--- config.mk ---
export PLATFORM = sky130hd
export DESIGN_NAME = bmi_lane_ctrl
export DESIGN_NICKNAME = d
export VERILOG_FILES = /design/src/rtl/bmi_pkg.sv /design/src/rtl/bmi_lane_ctrl.sv /design/src/rtl/bmi_write_decode.sv /design/src/rtl/bmi_read_encode.sv
export SDC_FILE = /design/constraint.sdc
export NUM_CORES = 1
export LEC_CHECK = 0
export BUFFER_PORTS_ARGS = -buffer_cell sky130_fd_sc_hd__buf_2
export CAP_MARGIN = 20
export CORE_AREA = 2 2 120 122
export DETAILED_ROUTE_END_ITERATION = 16
export DIE_AREA = 0 0 122 124
export PLACE_DENSITY_LB_ADDON = 0.25
export SYNTH_ARGS = -nofsm -noshare
export SYNTH_HDL_FRONTEND = slang
export SYNTH_SLANG_ARGS = --single-unit
--- constraint.sdc ---
create_clock -name clk -period 4.4 [get_ports clk]
set_input_delay 0.44 -clock clk [delete_from_list [all_inputs] [get_ports clk]]
set_output_delay 0.44 -clock clk [all_outputs]
set_load 0.03 [all_outputs]
--- src/rtl/bmi_pkg.sv ---
// shared constants, types and helpers for the byte-lane mask/inversion logic
package bmi_pkg;

  // width of one byte lane
  localparam int LANE_W = 8;

  // mode register field positions
  localparam int MR3_RD_INV_BIT = 6;
  localparam int MR3_WR_INV_BIT = 7;
  localparam int MODE_REGISTER_THIRTEEN_MASK_OFF_BIT = 5;

  // read inversion fires when the count of ones is above this
  localparam logic [3:0] RD_INV_MORE_THAN = 4'h4;
  // masked write with inversion masks at this many ones or more
  localparam logic [3:0] MASK_ONES_MIN = 4'h5;
  // bits of the byte that take part in the mask count (bits 7..2)
  localparam logic [LANE_W-1:0] MASK_FIELD = 8'hfc;

  // burst lengths in beats
  localparam int BEAT_W = 6;
  localparam logic [BEAT_W-1:0] BEATS_BL16 = 6'h10;
  localparam logic [BEAT_W-1:0] BEATS_BL32 = 6'h20;
  localparam logic [BEAT_W-1:0] BEAT_LAST = 6'h01;

  // commands that the command decoder hands over
  typedef enum logic [3:0] {
    CMD_NONE,
    CMD_WRITE,
    CMD_MASK_WRITE,
    CMD_MRW,
    CMD_READ,
    CMD_MRR,
    CMD_WR_FIFO,
    CMD_RD_FIFO,
    CMD_RD_CAL
  } bmi_cmd_e;

  // one command with its burst length choice
  typedef struct packed {
    bmi_cmd_e kind;
    logic long_burst;
  } bmi_cmd_s;

  // decoded function enables
  typedef struct packed {
    logic mask_en;
    logic wr_inv_en;
    logic rd_inv_en;
  } bmi_mode_s;

  // count the ones of a byte
  function automatic logic [3:0] bmi_ones(input logic [LANE_W-1:0] b);
    logic [3:0] n;
    n = 4'h0;
    for (int i = 0; i < LANE_W; i++)
    begin
      n = n + {3'h0, b[i]};
    end
    return n;
  endfunction

endpackage

--- src/rtl/bmi_lane_ctrl.sv ---
// byte-lane mask/inversion control: pin sampling, burst sequencing, training store
`timescale 1ns/1ps
`default_nettype none
module bmi_lane_ctrl
  import bmi_pkg::*;
#(
  parameter int LANES = 2,
  parameter int FIFO_DEPTH = 32
)
(
  // clock and reset
  input wire logic clk,
  input wire logic rst,
  // mode register contents
  input wire logic [7:0] mr3_op,
  input wire logic [7:0] mode_register_thirteen_op,
  // command from the command decoder
  input wire logic cmd_valid,
  input wire bmi_cmd_s cmd,
  // write pins from the host
  input wire logic strobe_pin,
  input wire logic [LANES*LANE_W-1:0] dq_pin_in,
  input wire logic [LANES-1:0] mi_pin_in,
  // read beats from the array
  input wire logic rd_beat_valid,
  input wire logic [LANES*LANE_W-1:0] rd_beat_data,
  input wire logic [LANES-1:0] rd_beat_cal,
  // read side toward the pins
  output logic [LANES*LANE_W-1:0] rd_dq_out,
  output logic rd_dq_valid,
  output logic [LANES-1:0] mi_pin_out,
  output logic [LANES-1:0] mi_pin_oe,
  output logic mi_rx_en,
  // write beats toward the array
  output logic wr_valid,
  output logic [LANES*LANE_W-1:0] wr_data,
  output logic [LANES-1:0] wr_keep,
  // status
  output logic busy,
  output logic illegal_cmd
);

  localparam int PTR_W = $clog2(FIFO_DEPTH);

  typedef enum logic [1:0] {
    ST_IDLE,
    ST_WRITE,
    ST_READ
  } bmi_state_e;

  ////////////////////////////////////////////////////////////////////////////
  // pin synchronisers

  logic strobe_s1_reg; // first stage, read only by the second
  logic strobe_s2_reg; // synced strobe
  logic strobe_d_reg; // previous synced strobe
  logic [LANES*LANE_W-1:0] dq_s1_reg; // first stage
  logic [LANES*LANE_W-1:0] dq_s2_reg; // synced data
  logic [LANES-1:0] mi_s1_reg; // first stage
  logic [LANES-1:0] mi_s2_reg; // synced pin
  logic strobe_edge; // either strobe edge marks a beat

  // two flops on every pin, a third to find strobe edges
  always_ff @(posedge clk)
  begin
    strobe_s1_reg <= strobe_pin;
    strobe_s2_reg <= strobe_s1_reg;
    strobe_d_reg <= strobe_s2_reg;
    dq_s1_reg <= dq_pin_in;
    dq_s2_reg <= dq_s1_reg;
    mi_s1_reg <= mi_pin_in;
    mi_s2_reg <= mi_s1_reg;
  end

  assign strobe_edge = strobe_s2_reg ^ strobe_d_reg;

  ////////////////////////////////////////////////////////////////////////////
  // mode decode

  bmi_mode_s mode_now; // enables from the mode registers
  bmi_mode_s mode_reg; // enables held for the burst
  bmi_mode_s mode_next;

  // map mode register bits onto enables
  always_comb
  begin
    mode_now.rd_inv_en = mr3_op[MR3_RD_INV_BIT];
    mode_now.wr_inv_en = mr3_op[MR3_WR_INV_BIT];
    mode_now.mask_en = !mode_register_thirteen_op[MODE_REGISTER_THIRTEEN_MASK_OFF_BIT];
  end

  ////////////////////////////////////////////////////////////////////////////
  // burst sequencer

  bmi_state_e state_reg, state_next; // burst state
  bmi_cmd_e kind_reg, kind_next; // kind of the running burst
  logic [BEAT_W-1:0] beats_reg, beats_next; // beats still to come
  logic rx_en_next; // pin receiver enable
  logic illegal_next; // illegal command pulse
  logic accept; // command taken this cycle
  logic wr_fire; // write beat sampled
  logic rd_fire; // read beat sent
  logic any_now; // some function on at command time

  assign accept = cmd_valid && (state_reg == ST_IDLE);
  assign wr_fire = (state_reg == ST_WRITE) && strobe_edge;
  assign rd_fire = (state_reg == ST_READ) && rd_beat_valid;

  // start, count and end bursts
  always_comb
  begin
    any_now = mode_now.mask_en | mode_now.wr_inv_en | mode_now.rd_inv_en;
    state_next = state_reg;
    kind_next = kind_reg;
    beats_next = beats_reg;
    mode_next = mode_reg;
    rx_en_next = mi_rx_en;
    illegal_next = 1'b0;
    case (state_reg)
      ST_IDLE:
      begin
        if (accept)
        begin
          kind_next = cmd.kind;
          mode_next = mode_now;
          beats_next = cmd.long_burst ? BEATS_BL32 : BEATS_BL16;
          case (cmd.kind)
            CMD_WRITE, CMD_MRW:
            begin
              state_next = ST_WRITE;
              rx_en_next = mode_now.wr_inv_en;
            end
            CMD_MASK_WRITE:
            begin
              if (mode_now.mask_en)
              begin
                state_next = ST_WRITE;
                rx_en_next = 1'b1;
              end
              else
              begin
                illegal_next = 1'b1;
              end
            end
            CMD_WR_FIFO:
            begin
              state_next = ST_WRITE;
              rx_en_next = any_now;
            end
            CMD_READ, CMD_MRR, CMD_RD_FIFO, CMD_RD_CAL:
            begin
              state_next = ST_READ;
            end
            default:
            begin
              state_next = ST_IDLE;
            end
          endcase
        end
      end
      ST_WRITE, ST_READ:
      begin
        if (wr_fire || rd_fire)
        begin
          beats_next = beats_reg - BEAT_LAST;
          if (beats_reg == BEAT_LAST)
          begin
            state_next = ST_IDLE;
            rx_en_next = 1'b0;
          end
        end
      end
      default:
      begin
        state_next = ST_IDLE;
      end
    endcase
  end

  // sequencer registers
  always_ff @(posedge clk)
  begin
    if (rst)
    begin
      state_reg <= ST_IDLE;
      kind_reg <= CMD_NONE;
      beats_reg <= '0;
      mode_reg <= '0;
      mi_rx_en <= 1'b0;
      illegal_cmd <= 1'b0;
      busy <= 1'b0;
    end
    else
    begin
      state_reg <= state_next;
      kind_reg <= kind_next;
      beats_reg <= beats_next;
      mode_reg <= mode_next;
      mi_rx_en <= rx_en_next;
      illegal_cmd <= illegal_next;
      busy <= (state_next != ST_IDLE);
    end
  end

  ////////////////////////////////////////////////////////////////////////////
  // training store for the pin pattern

  logic [LANES-1:0] fifo_mem [FIFO_DEPTH]; // captured pin per beat
  logic [PTR_W-1:0] wptr_reg, wptr_next; // capture index
  logic [PTR_W-1:0] rptr_reg, rptr_next; // replay index
  logic fifo_we; // capture this beat
  logic [LANES-1:0] mi_rx; // pin as seen through the receiver

  assign mi_rx = mi_rx_en ? mi_s2_reg : '0;
  assign fifo_we = wr_fire && (kind_reg == CMD_WR_FIFO);

  // step the capture and replay indices
  always_comb
  begin
    wptr_next = wptr_reg;
    rptr_next = rptr_reg;
    if (accept)
    begin
      wptr_next = (cmd.kind == CMD_WR_FIFO) ? '0 : wptr_reg;
      rptr_next = (cmd.kind == CMD_RD_FIFO) ? '0 : rptr_reg;
    end
    else
    begin
      wptr_next = fifo_we ? wptr_reg + 1'b1 : wptr_reg;
      rptr_next = (rd_fire && kind_reg == CMD_RD_FIFO) ? rptr_reg + 1'b1 : rptr_reg;
    end
  end

  // index registers and the capture store
  always_ff @(posedge clk)
  begin
    if (rst)
    begin
      wptr_reg <= '0;
      rptr_reg <= '0;
    end
    else
    begin
      wptr_reg <= wptr_next;
      rptr_reg <= rptr_next;
    end
    if (fifo_we)
    begin
      fifo_mem[wptr_reg] <= mi_rx;
    end
  end

  ////////////////////////////////////////////////////////////////////////////
  // per-lane decode and encode

  logic [LANES*LANE_W-1:0] dec_data; // decoded write bytes
  logic [LANES-1:0] dec_keep; // write byte enables
  logic [LANES*LANE_W-1:0] enc_data; // encoded read bytes
  logic [LANES-1:0] enc_mi; // pin level per lane
  logic [LANES-1:0] enc_drive; // pin driver per lane
  logic [LANES-1:0] fifo_bits; // replayed pattern

  assign fifo_bits = fifo_mem[rptr_reg];

  // each lane decides on its own beat
  for (genvar g = 0; g < LANES; g++)
  begin : g_lane
    bmi_write_decode u_wdec (
      .mode(mode_reg),
      .kind(kind_reg),
      .data_in(dq_s2_reg[g*LANE_W +: LANE_W]),
      .mi_in(mi_rx[g]),
      .data_out(dec_data[g*LANE_W +: LANE_W]),
      .keep(dec_keep[g])
    );
    bmi_read_encode u_renc (
      .mode(mode_reg),
      .kind(kind_reg),
      .data_in(rd_beat_data[g*LANE_W +: LANE_W]),
      .cal_bit(rd_beat_cal[g]),
      .fifo_bit(fifo_bits[g]),
      .data_out(enc_data[g*LANE_W +: LANE_W]),
      .mi_out(enc_mi[g]),
      .mi_drive(enc_drive[g])
    );
  end

  ////////////////////////////////////////////////////////////////////////////
  // output registers

  // one beat in, one registered beat out
  always_ff @(posedge clk)
  begin
    if (rst)
    begin
      wr_valid <= 1'b0;
      wr_data <= '0;
      wr_keep <= '0;
      rd_dq_valid <= 1'b0;
      rd_dq_out <= '0;
      mi_pin_out <= '0;
      mi_pin_oe <= '0;
    end
    else
    begin
      wr_valid <= wr_fire;
      wr_data <= wr_fire ? dec_data : wr_data;
      wr_keep <= wr_fire ? dec_keep : wr_keep;
      rd_dq_valid <= rd_fire;
      rd_dq_out <= rd_fire ? enc_data : rd_dq_out;
      mi_pin_out <= rd_fire ? enc_mi : '0;
      mi_pin_oe <= rd_fire ? enc_drive : '0;
    end
  end
endmodule
`default_nettype wire

--- src/rtl/bmi_write_decode.sv ---
// per-lane decode of one received write beat
`timescale 1ns/1ps
`default_nettype none
module bmi_write_decode
  import bmi_pkg::*;
(
  // function enables and command kind
  input wire bmi_mode_s mode,
  input wire bmi_cmd_e kind,
  // received beat
  input wire logic [LANE_W-1:0] data_in,
  input wire logic mi_in,
  // decoded beat
  output logic [LANE_W-1:0] data_out,
  output logic keep
);

  // decode inversion and masking for one beat of one lane
  always_comb
  begin
    data_out = data_in;
    keep = 1'b1;
    case (kind)
      // plain writes never mask, only invert
      CMD_WRITE, CMD_MRW:
      begin
        if (mode.wr_inv_en && mi_in)
        begin
          data_out = ~data_in;
        end
      end
      CMD_MASK_WRITE:
      begin
        if (!mode.wr_inv_en)
        begin
          // pin high drops the beat
          keep = !mi_in;
        end
        else if (!mi_in && (bmi_ones(data_in & MASK_FIELD) >= MASK_ONES_MIN))
        begin
          // pattern that plain inversion would never send
          keep = 1'b0;
        end
        else if (mi_in)
        begin
          data_out = ~data_in;
        end
      end
      // training data passes untouched
      default:
      begin
        data_out = data_in;
      end
    endcase
  end

endmodule
`default_nettype wire

--- src/rtl/bmi_read_encode.sv ---
// per-lane encode of one outgoing read beat
`timescale 1ns/1ps
`default_nettype none
module bmi_read_encode
  import bmi_pkg::*;
(
  // function enables and command kind
  input wire bmi_mode_s mode,
  input wire bmi_cmd_e kind,
  // beat from the array and training sources
  input wire logic [LANE_W-1:0] data_in,
  input wire logic cal_bit,
  input wire logic fifo_bit,
  // beat toward the pins
  output logic [LANE_W-1:0] data_out,
  output logic mi_out,
  output logic mi_drive
);

  logic any_en; // some function is on

  // choose the pin role and the byte for one beat
  always_comb
  begin
    any_en = mode.mask_en | mode.wr_inv_en | mode.rd_inv_en;
    data_out = data_in;
    mi_out = 1'b0;
    mi_drive = 1'b0;
    case (kind)
      CMD_READ, CMD_MRR:
      begin
        mi_drive = mode.rd_inv_en;
        if (mode.rd_inv_en && (bmi_ones(data_in) > RD_INV_MORE_THAN))
        begin
          data_out = ~data_in;
          mi_out = 1'b1;
        end
      end
      // replay of the captured pin pattern
      CMD_RD_FIFO:
      begin
        mi_drive = any_en;
        mi_out = fifo_bit;
      end
      // calibration pattern on the pin
      CMD_RD_CAL:
      begin
        mi_drive = any_en;
        mi_out = cal_bit;
      end
      default:
      begin
        mi_drive = 1'b0;
      end
    endcase
  end

endmodule
`default_nettype wire

==> qor.log, run 1 <==
INFO  status         outcome=finished, final reports clean
INFO  die            placement_rows=43
INFO  hold_path      hp-class=in -> reg
INFO  synth          postSynth.asyncResetShare=0
INFO  drt            remaining_routing_drc_violations=0
INFO  critical_path  path_common_cell=sky130_fd_sc_hd__fa_1
INFO  cts            htree_levels=4
INFO  timing         post-route-worst-setup-slack=0.837ns
INFO  power_and_ir_drop total_power=3.57mW
INFO  timing         final.min_clock_period=3.56ns
INFO  critical_path  path_max_fanout=17
INFO  final_layout   antennaDiodeCount=0
INFO  synth          synth_simple_gate_area_frac=0.131
INFO  cts            cts-root-to-sink-buffers=2
INFO  placed_design  placed_cells=908
INFO  drt            initialDrtViolationCount=386
INFO  final_layout   final_layout_size_suffix_gt1_frac=0.200
INFO  critical_path  critical_path_required=4.74ns
INFO  placed_design  placement.io_buffers=91
INFO  die            initial_utilization=0.544
INFO  synth          post_synth_mux_area_share=0.0649
INFO  placed_design  worst_setup_slack_before_clock_tree_synthesis=0.397ns
INFO  final_layout   design_area=0.00865mm2
INFO  synth          synthCells=668
INFO  die            top_level_ports=105
INFO  synth          post_synth.cell_area_avg=11.2um2
INFO  die            coreArea=0.0137mm2
INFO  critical_path  critPathLaunchType=input port
INFO  synth          mappedNetlistArea=0.00746mm2
INFO  timing         fin_setup_tns=0ns
INFO  power_and_ir_drop vdd_ir_drop_max=269uV
INFO  cts            tritoncts_num_sinks=175
INFO  global_route   globalRouteOverflowTotal=0
INFO  cts            clock_insertion_delay_worst_skew=0.42ns
INFO  timing         worst_slew_pin_slew=0.995ns
INFO  die            chipWidth=122um
INFO  critical_path  crit_slowest_cell=sky130_fd_sc_hd__fa_1
INFO  drt            avgRoutedWirePerCell=16.2um
INFO  cts            postCtsHoldBufs=0
INFO  synth          synth_edf_count=64
INFO  drt            highest_layer=met4
INFO  placed_design  dpl-instance-area=0.00802mm2
INFO  global_route   grt_first_pass_wirelength=24400um
INFO  final_layout   fin_nets=843
INFO  final_layout   regMostFlops=fifo_mem
INFO  critical_path  end_kind=register
INFO  die            die_height=124um
INFO  global_route   global_route_usage_sum=0.208
INFO  timing         rsz0062_at_grt=no
INFO  drt            route.met3.wl=884um
INFO  synth          synth_compound_gate_area_share=0.113
INFO  timing         final-hold-violation-count=0
INFO  synth          synth-main-ff-cell=sky130_fd_sc_hd__dfxtp_1
INFO  drt            detailroute.wirelength.met2=7630um
INFO  timing         max_freq=281MHz
INFO  global_route   number_of_antenna_violations_at_the_first_check_in_global_routing=0
INFO  run            max_cap_violations=0
INFO  placed_design  gpl.final_weighted_congestion=0.794
INFO  timing         report.final.slew_viol_count=0
INFO  cts            cts_inserted_buffers=17
INFO  drt            avgViaCountPerCell=5.61
INFO  drt            detail_route.wirelength.met1=6540um
INFO  power_and_ir_drop power_leakage=3.32nW
INFO  synth          share_of_synthesized_area_occupied_by_flip_flops_and_latches=0.555
INFO  final_layout   largest_reg_flops=64
INFO  cts            clock_tree_from_tritoncts=built
INFO  timing         report.final.setup_viol=0
INFO  final_layout   layout-area-overhead-vs-synth=15.9%
INFO  cts            cts.root.buffer_cell=sky130_fd_sc_hd__clkbuf_16
INFO  timing         hold-worst-slack=0.112ns
INFO  critical_path  cp_cell_sequence=buf_2 -> ha_1 -> inv_1 -> fa_1 -> fa_1 -> fa_1 -> inv_2 -> fa_1 -> nand2b_1 -> a221oi_1 -> mux2_2 -> o21ai_0 -> a311oi_1
INFO  synth          synth_cell_type_count=59
INFO  cts            number_of_gates_resized_after_cts=0
INFO  timing         clock_skew=0.00587ns
INFO  placed_design  place_hpwl=10500um
INFO  synth          postSynthNetCount=763
INFO  synth          yosys.area_share.xor_xnor=0.0223
INFO  final_layout   stdcell_count=941
INFO  drt            drtAntennaViolNets=0
INFO  drt            num_vias=5278
INFO  critical_path  path_class=in -> reg
INFO  synth          dominant_combinational_cell_family_by_area_after_synthesis=simple AND/OR/NAND/NOR gates
INFO  cts            cts_setup_buffers=0
INFO  critical_path  cp_data_arrival_time=3.90ns
INFO  timing         relSlewSlack=0.336
INFO  cts            clk_pin_slew=0.06ns
INFO  timing         fin_crit_sh=0.810
INFO  critical_path  path_buf_inv=3
INFO  die            die-area=0.0151mm2
INFO  synth          synth-warning-count=0
INFO  drt            drt_first_pass_iters=5
INFO  global_route   grt_pass1_vias=5110
INFO  critical_path  cp_delay_by_family_top=adder cells
INFO  critical_path  cpPeakStageDelay=0.50ns
INFO  power_and_ir_drop p_per_area=413mW/mm2
INFO  synth          synth.ff_latch_count=175
INFO  synth          synthAdderAreaFrac=0.0694
INFO  global_route   largest_net_degree_at_the_start_of_global_routing=61
INFO  final_layout   finish.utilization=0.630
INFO  drt            finalWirelength=15300um
-- power by group --
group          switching [mW]  internal, mW
clock network           0.630         0.887
registers              0.0253          1.71
logic                   0.199         0.123
-- cells by family (layout without fill, tap and decap cells) --
family | Yosys count | in the layout
multiplexers | 33 | 33
AO/OA/AOI/OAI | 126 | 126
adder cells (fa/ha/maj) | 33 | 33
XOR/XNOR | 19 | 19
AND/OR/NAND/NOR | 200 | 200
flip-flops | 175 | 175
buffers and inverters | 82 | 175
-- layout make-up --
type,count,area (um2)
Multi-Input combinational cell,411,2990
Fill cell,1121,5070
Inverter,47,176
Timing Repair Buffer,96,513
Clock inverter,10,93.8
Sequential cell,175,4140
Tap cell,180,225
Clock buffer,22,509
-- final timing paths --
path	startpoint	cells after the start	slack, ns	endpoint
setup reg to reg	dq_s2_reg[10]	9	1.80	wr_keep[1]
hold reg to reg	dq_s1_reg[2]	0	0.33	dq_s2_reg[2]
hold / removal	mi_pin_in[1]	1	0.11	mi_s1_reg[1]
setup / recovery	rd_beat_data[8]	13	0.84	rd_dq_out[8]
-- layer usage --
layer | track usage | up-vias
li1 | - | 2534
met1 | 0.261 | 2551
met2 | 0.361 | 173
met3 | 0.0435 | 20
met4 | 0.0661 | 0
met5 | 0 | -
-- synth_stat cells, types with 17 or more instances --
cell                       count  area (um2)
sky130_fd_sc_hd__inv_1        45         169
sky130_fd_sc_hd__clkbuf_1     29         109
sky130_fd_sc_hd__mux2i_1      18         180
sky130_fd_sc_hd__xnor2_1      17         149
sky130_fd_sc_hd__edfxtp_1     64        1920
sky130_fd_sc_hd__a21oi_1      27         135
sky130_fd_sc_hd__dfxtp_1     111        2220
sky130_fd_sc_hd__a211oi_1     23         173
sky130_fd_sc_hd__nand2_1      37         139
sky130_fd_sc_hd__nor2_1       91         342
sky130_fd_sc_hd__ha_1         19         238
sky130_fd_sc_hd__o21ai_0      29         145
sky130_fd_sc_hd__or3_1        17         106
-- layout by cell type (no fill, tap or decap), drive strengths merged, types with 4 or more instances in the layout --
master	netlist	layout
a211oi	23	23
a21oi	27	27
a221oi	4	4
a311oi	16	16
and2	4	4
buf	6	96
clkbuf	29	22
dfxtp	111	111
edfxtp	64	64
fa	14	14
ha	19	19
inv	47	52
mux2i	18	18
mux4	12	12
nand2	37	37
nand2b	10	10
nand3	11	11
nand3b	8	8
nor2	93	93
nor2b	5	5
o21ai	29	29
or3	17	17
xnor2	17	17
Note: power is estimated with default switching activity, not from simulation.
==> run 2: changes to the inputs <==
- clock period: 4.4 -> 3.4 ns (I/O delays scaled with it)
==> run 2 against run 1 <==
Effect of this change: clock power increased by 23%; die area unchanged; wire length up 1.6%; sequential share of layout area fell by 0.72 points; register-to-register slack got worse by 0.98 ns; largest cell class unchanged; critical path depth unchanged; non-clock buffer count grew 6; largest power group unchanged; core utilization rose by 0.96 points; first-iteration DRC count is 14% higher; total power grew 30%; final cell count increased by 1.1%; hold slack got worse by 0.10 ns.
==> qor.log, run 2 (synthesis results as in run 1) <==
INFO  status         outcome=finished, final reports clean
INFO  timing         worst_slew_pin_slew=0.961ns [-0.0340 ns]
INFO  placed_design  place_hpwl=10300um [-2.2%]
INFO  final_layout   regMostFlops=fifo_mem
INFO  final_layout   layout-area-overhead-vs-synth=17.7%
INFO  cts            cts-root-to-sink-buffers=2 [unchanged]
INFO  die            die_height=124um [unchanged]
INFO  drt            initialDrtViolationCount=440 [+14%]
INFO  timing         max_freq=300MHz
INFO  final_layout   fin_nets=853 [+1.2%]
INFO  die            die-area=0.0151mm2 [unchanged]
INFO  cts            htree_levels=4 [unchanged]
INFO  drt            drtAntennaViolNets=0 [unchanged]
INFO  final_layout   mostFrequentLayoutCell=sky130_fd_sc_hd__dfxtp_1
INFO  final_layout   multiInputGateArea=0.00312mm2 [+4.4%]
INFO  timing         rsz0062_at_grt=yes
INFO  global_route   globalRouteOverflowTotal=0 [unchanged]
INFO  drt            num_vias=5329 [+0.97%]
INFO  final_layout   largest_reg_flops=64 [unchanged]
INFO  critical_path  path_max_fanout=5 [-12]
INFO  die            top_level_ports=105 [unchanged]
INFO  die            chipWidth=122um [unchanged]
INFO  cts            cts_setup_buffers=0 [unchanged]
INFO  timing         report.final.setup_viol=0 [unchanged]
INFO  run            max_cap_violations=0 [unchanged]
INFO  drt            avgRoutedWirePerCell=16.3um [+0.50%]
INFO  final_layout   design_area=0.00878mm2 [+1.5%]
INFO  timing         clock_skew=0.0133ns [+0.00739 ns]
INFO  final_layout   layout.filler_cells=1103 [-1.6%]
INFO  critical_path  cp_data_arrival_time=3.66ns [-0.24 ns]
INFO  timing         final.min_clock_period=3.33ns
INFO  die            initial_utilization=0.544 [unchanged]
INFO  cts            tritoncts_num_sinks=175 [unchanged]
INFO  final_layout   antennaDiodeCount=0 [unchanged]
INFO  global_route   largest_net_degree_at_the_start_of_global_routing=61 [unchanged]
INFO  drt            remaining_routing_drc_violations=0 [unchanged]
INFO  drt            finalWirelength=15500um [+1.6%]
INFO  critical_path  end_kind=register
INFO  cts            clock_insertion_delay_worst_skew=0.43ns [about the same]
INFO  placed_design  dpl-instance-area=0.00811mm2 [+1.1%]
INFO  placed_design  gpl.final_weighted_congestion=0.808 [+1.7%]
INFO  cts            cts.root.buffer_cell=sky130_fd_sc_hd__clkbuf_16
INFO  power_and_ir_drop vdd_ir_drop_max=346uV [+29%]
INFO  timing         report.final.slew_viol_count=0 [unchanged]
INFO  timing         post-route-worst-setup-slack=0.0682ns [-0.768 ns]
INFO  cts            clk_pin_slew=0.06ns [about the same]
INFO  global_route   number_of_antenna_violations_at_the_first_check_in_global_routing=0 [unchanged]
INFO  placed_design  worst_setup_slack_before_clock_tree_synthesis=-0.382ns [-0.779 ns]
INFO  die            placement_rows=43 [unchanged]
INFO  global_route   grt_first_pass_wirelength=24200um [-0.51%]
INFO  die            coreArea=0.0137mm2 [unchanged]
INFO  timing         relSlewSlack=0.359 [+0.0227]
INFO  final_layout   final-seq-area=0.00414mm2 [unchanged]
INFO  global_route   grt_pass1_vias=5101 [-0.18%]
INFO  placed_design  placement.io_buffers=91 [unchanged]
INFO  final_layout   final_layout_size_suffix_gt1_frac=0.222 [+0.0221]
INFO  final_layout   layout_common_cells=sky130_fd_sc_hd__dfxtp_1 (111), sky130_fd_sc_hd__buf_2 (91), sky130_fd_sc_hd__nor2_1 (90), sky130_fd_sc_hd__edfxtp_1 (64), sky130_fd_sc_hd__inv_1 (44)
INFO  power_and_ir_drop power_leakage=3.37nW [+1.5%]
INFO  critical_path  path_class=in -> reg
INFO  cts            cts_inserted_buffers=17 [unchanged]
INFO  critical_path  critical_path_required=3.73ns [-1.01 ns]
INFO  power_and_ir_drop p_per_area=530mW/mm2 [+28%]
INFO  drt            drt_first_pass_iters=5 [unchanged]
INFO  global_route   global_route_usage_sum=0.206 [-0.00131]
INFO  critical_path  critPathLaunchType=input port
INFO  cts            clock_tree_from_tritoncts=built
INFO  timing         final-hold-violation-count=0 [unchanged]
INFO  hold_path      hp-class=in -> reg
INFO  drt            avgViaCountPerCell=5.60 [about the same]
INFO  timing         fin_crit_sh=0.980
-- run 2: per-layer routing --
layer | vias up | track usage | routed length (um)
li1 | 2562 | - | -
met1 | 2576 | 0.260 | 6600
met2 | 168 | 0.354 | 7790
met3 | 23 | 0.0481 | 890
met4 | 0 | 0.0661 | 241
met5 | - | 0 | 0
-- run 2: layout make-up --
type | count | area share
Multi-Input combinational cell | 415 | 0.355
Tap cell | 180 | 0.0256
Sequential cell | 175 | 0.472
Clock buffer | 20 | 0.0533
Inverter | 47 | 0.0201
Timing Repair Buffer | 102 | 0.0613
Clock inverter | 12 | 0.0124
-- run 2: metrics by stage --
| step | util | hold WS (ns) | power, mW | setup TNS (ns) | std cells |
|---|---|---|---|---|---|
| 4_1_cts | 0.633 | 0.00411 | 4.58 | 0 | 947 |
| 3_5_place_dp | 0.591 | 0.313 | 2.74 | -5.51 | 915 |
| 5_1_grt | 0.640 | 0.00224 | 4.83 | -0.199 | 951 |
| 6_report | 0.640 | 0.0111 | 4.65 | 0 | 951 |
| 2_1_floorplan | - | 0.310 | 2.63 | -0.738 | 668 |
| 3_3_place_gp | 0.591 | 0.310 | 2.71 | -3.51 | 915 |
-- run 2: where the power goes --
part | internal (mW) | switching [mW]
registers | 2.21 | 0.0330
logic | 0.225 | 0.310
clock network | 1.07 | 0.795
-- run 2: path summary, 6_finish.rpt --
path | from | end | slack [ns] | depth (start not counted)
worst min register to register | dq_s1_reg[1] | dq_s2_reg[1] | 0.33 | 0
worst min-delay path | dq_pin_in[2] | dq_s1_reg[2] | 0.01 | 1
worst max register to register | dq_s2_reg[10] | wr_keep[1] | 0.82 | 9
worst max-delay path | rd_beat_data[8] | rd_dq_out[12] | 0.07 | 13
-- run 2: worst max-delay path, cell delays in order --
cell and delay, ns:
sky130_fd_sc_hd__buf_2 0.11, sky130_fd_sc_hd__ha_1 0.27, sky130_fd_sc_hd__inv_1 0.04, sky130_fd_sc_hd__fa_1 0.50, sky130_fd_sc_hd__fa_1 0.43, sky130_fd_sc_hd__fa_2 0.35
sky130_fd_sc_hd__inv_2 0.09, sky130_fd_sc_hd__fa_1 0.41, sky130_fd_sc_hd__nand2b_4 0.16, sky130_fd_sc_hd__a221oi_4 0.32, sky130_fd_sc_hd__mux2_4 0.25, sky130_fd_sc_hd__o21ai_0 0.09
sky130_fd_sc_hd__a311oi_1 0.30
-- run 2: what timing repair did --
| action | 4_1_cts | 5_1_grt |
|---|---|---|
| hold buffers | 0 | 0 |
| resized for setup | 0 | 7 |
| endpoints found under the setup margin | 0 | 12 |
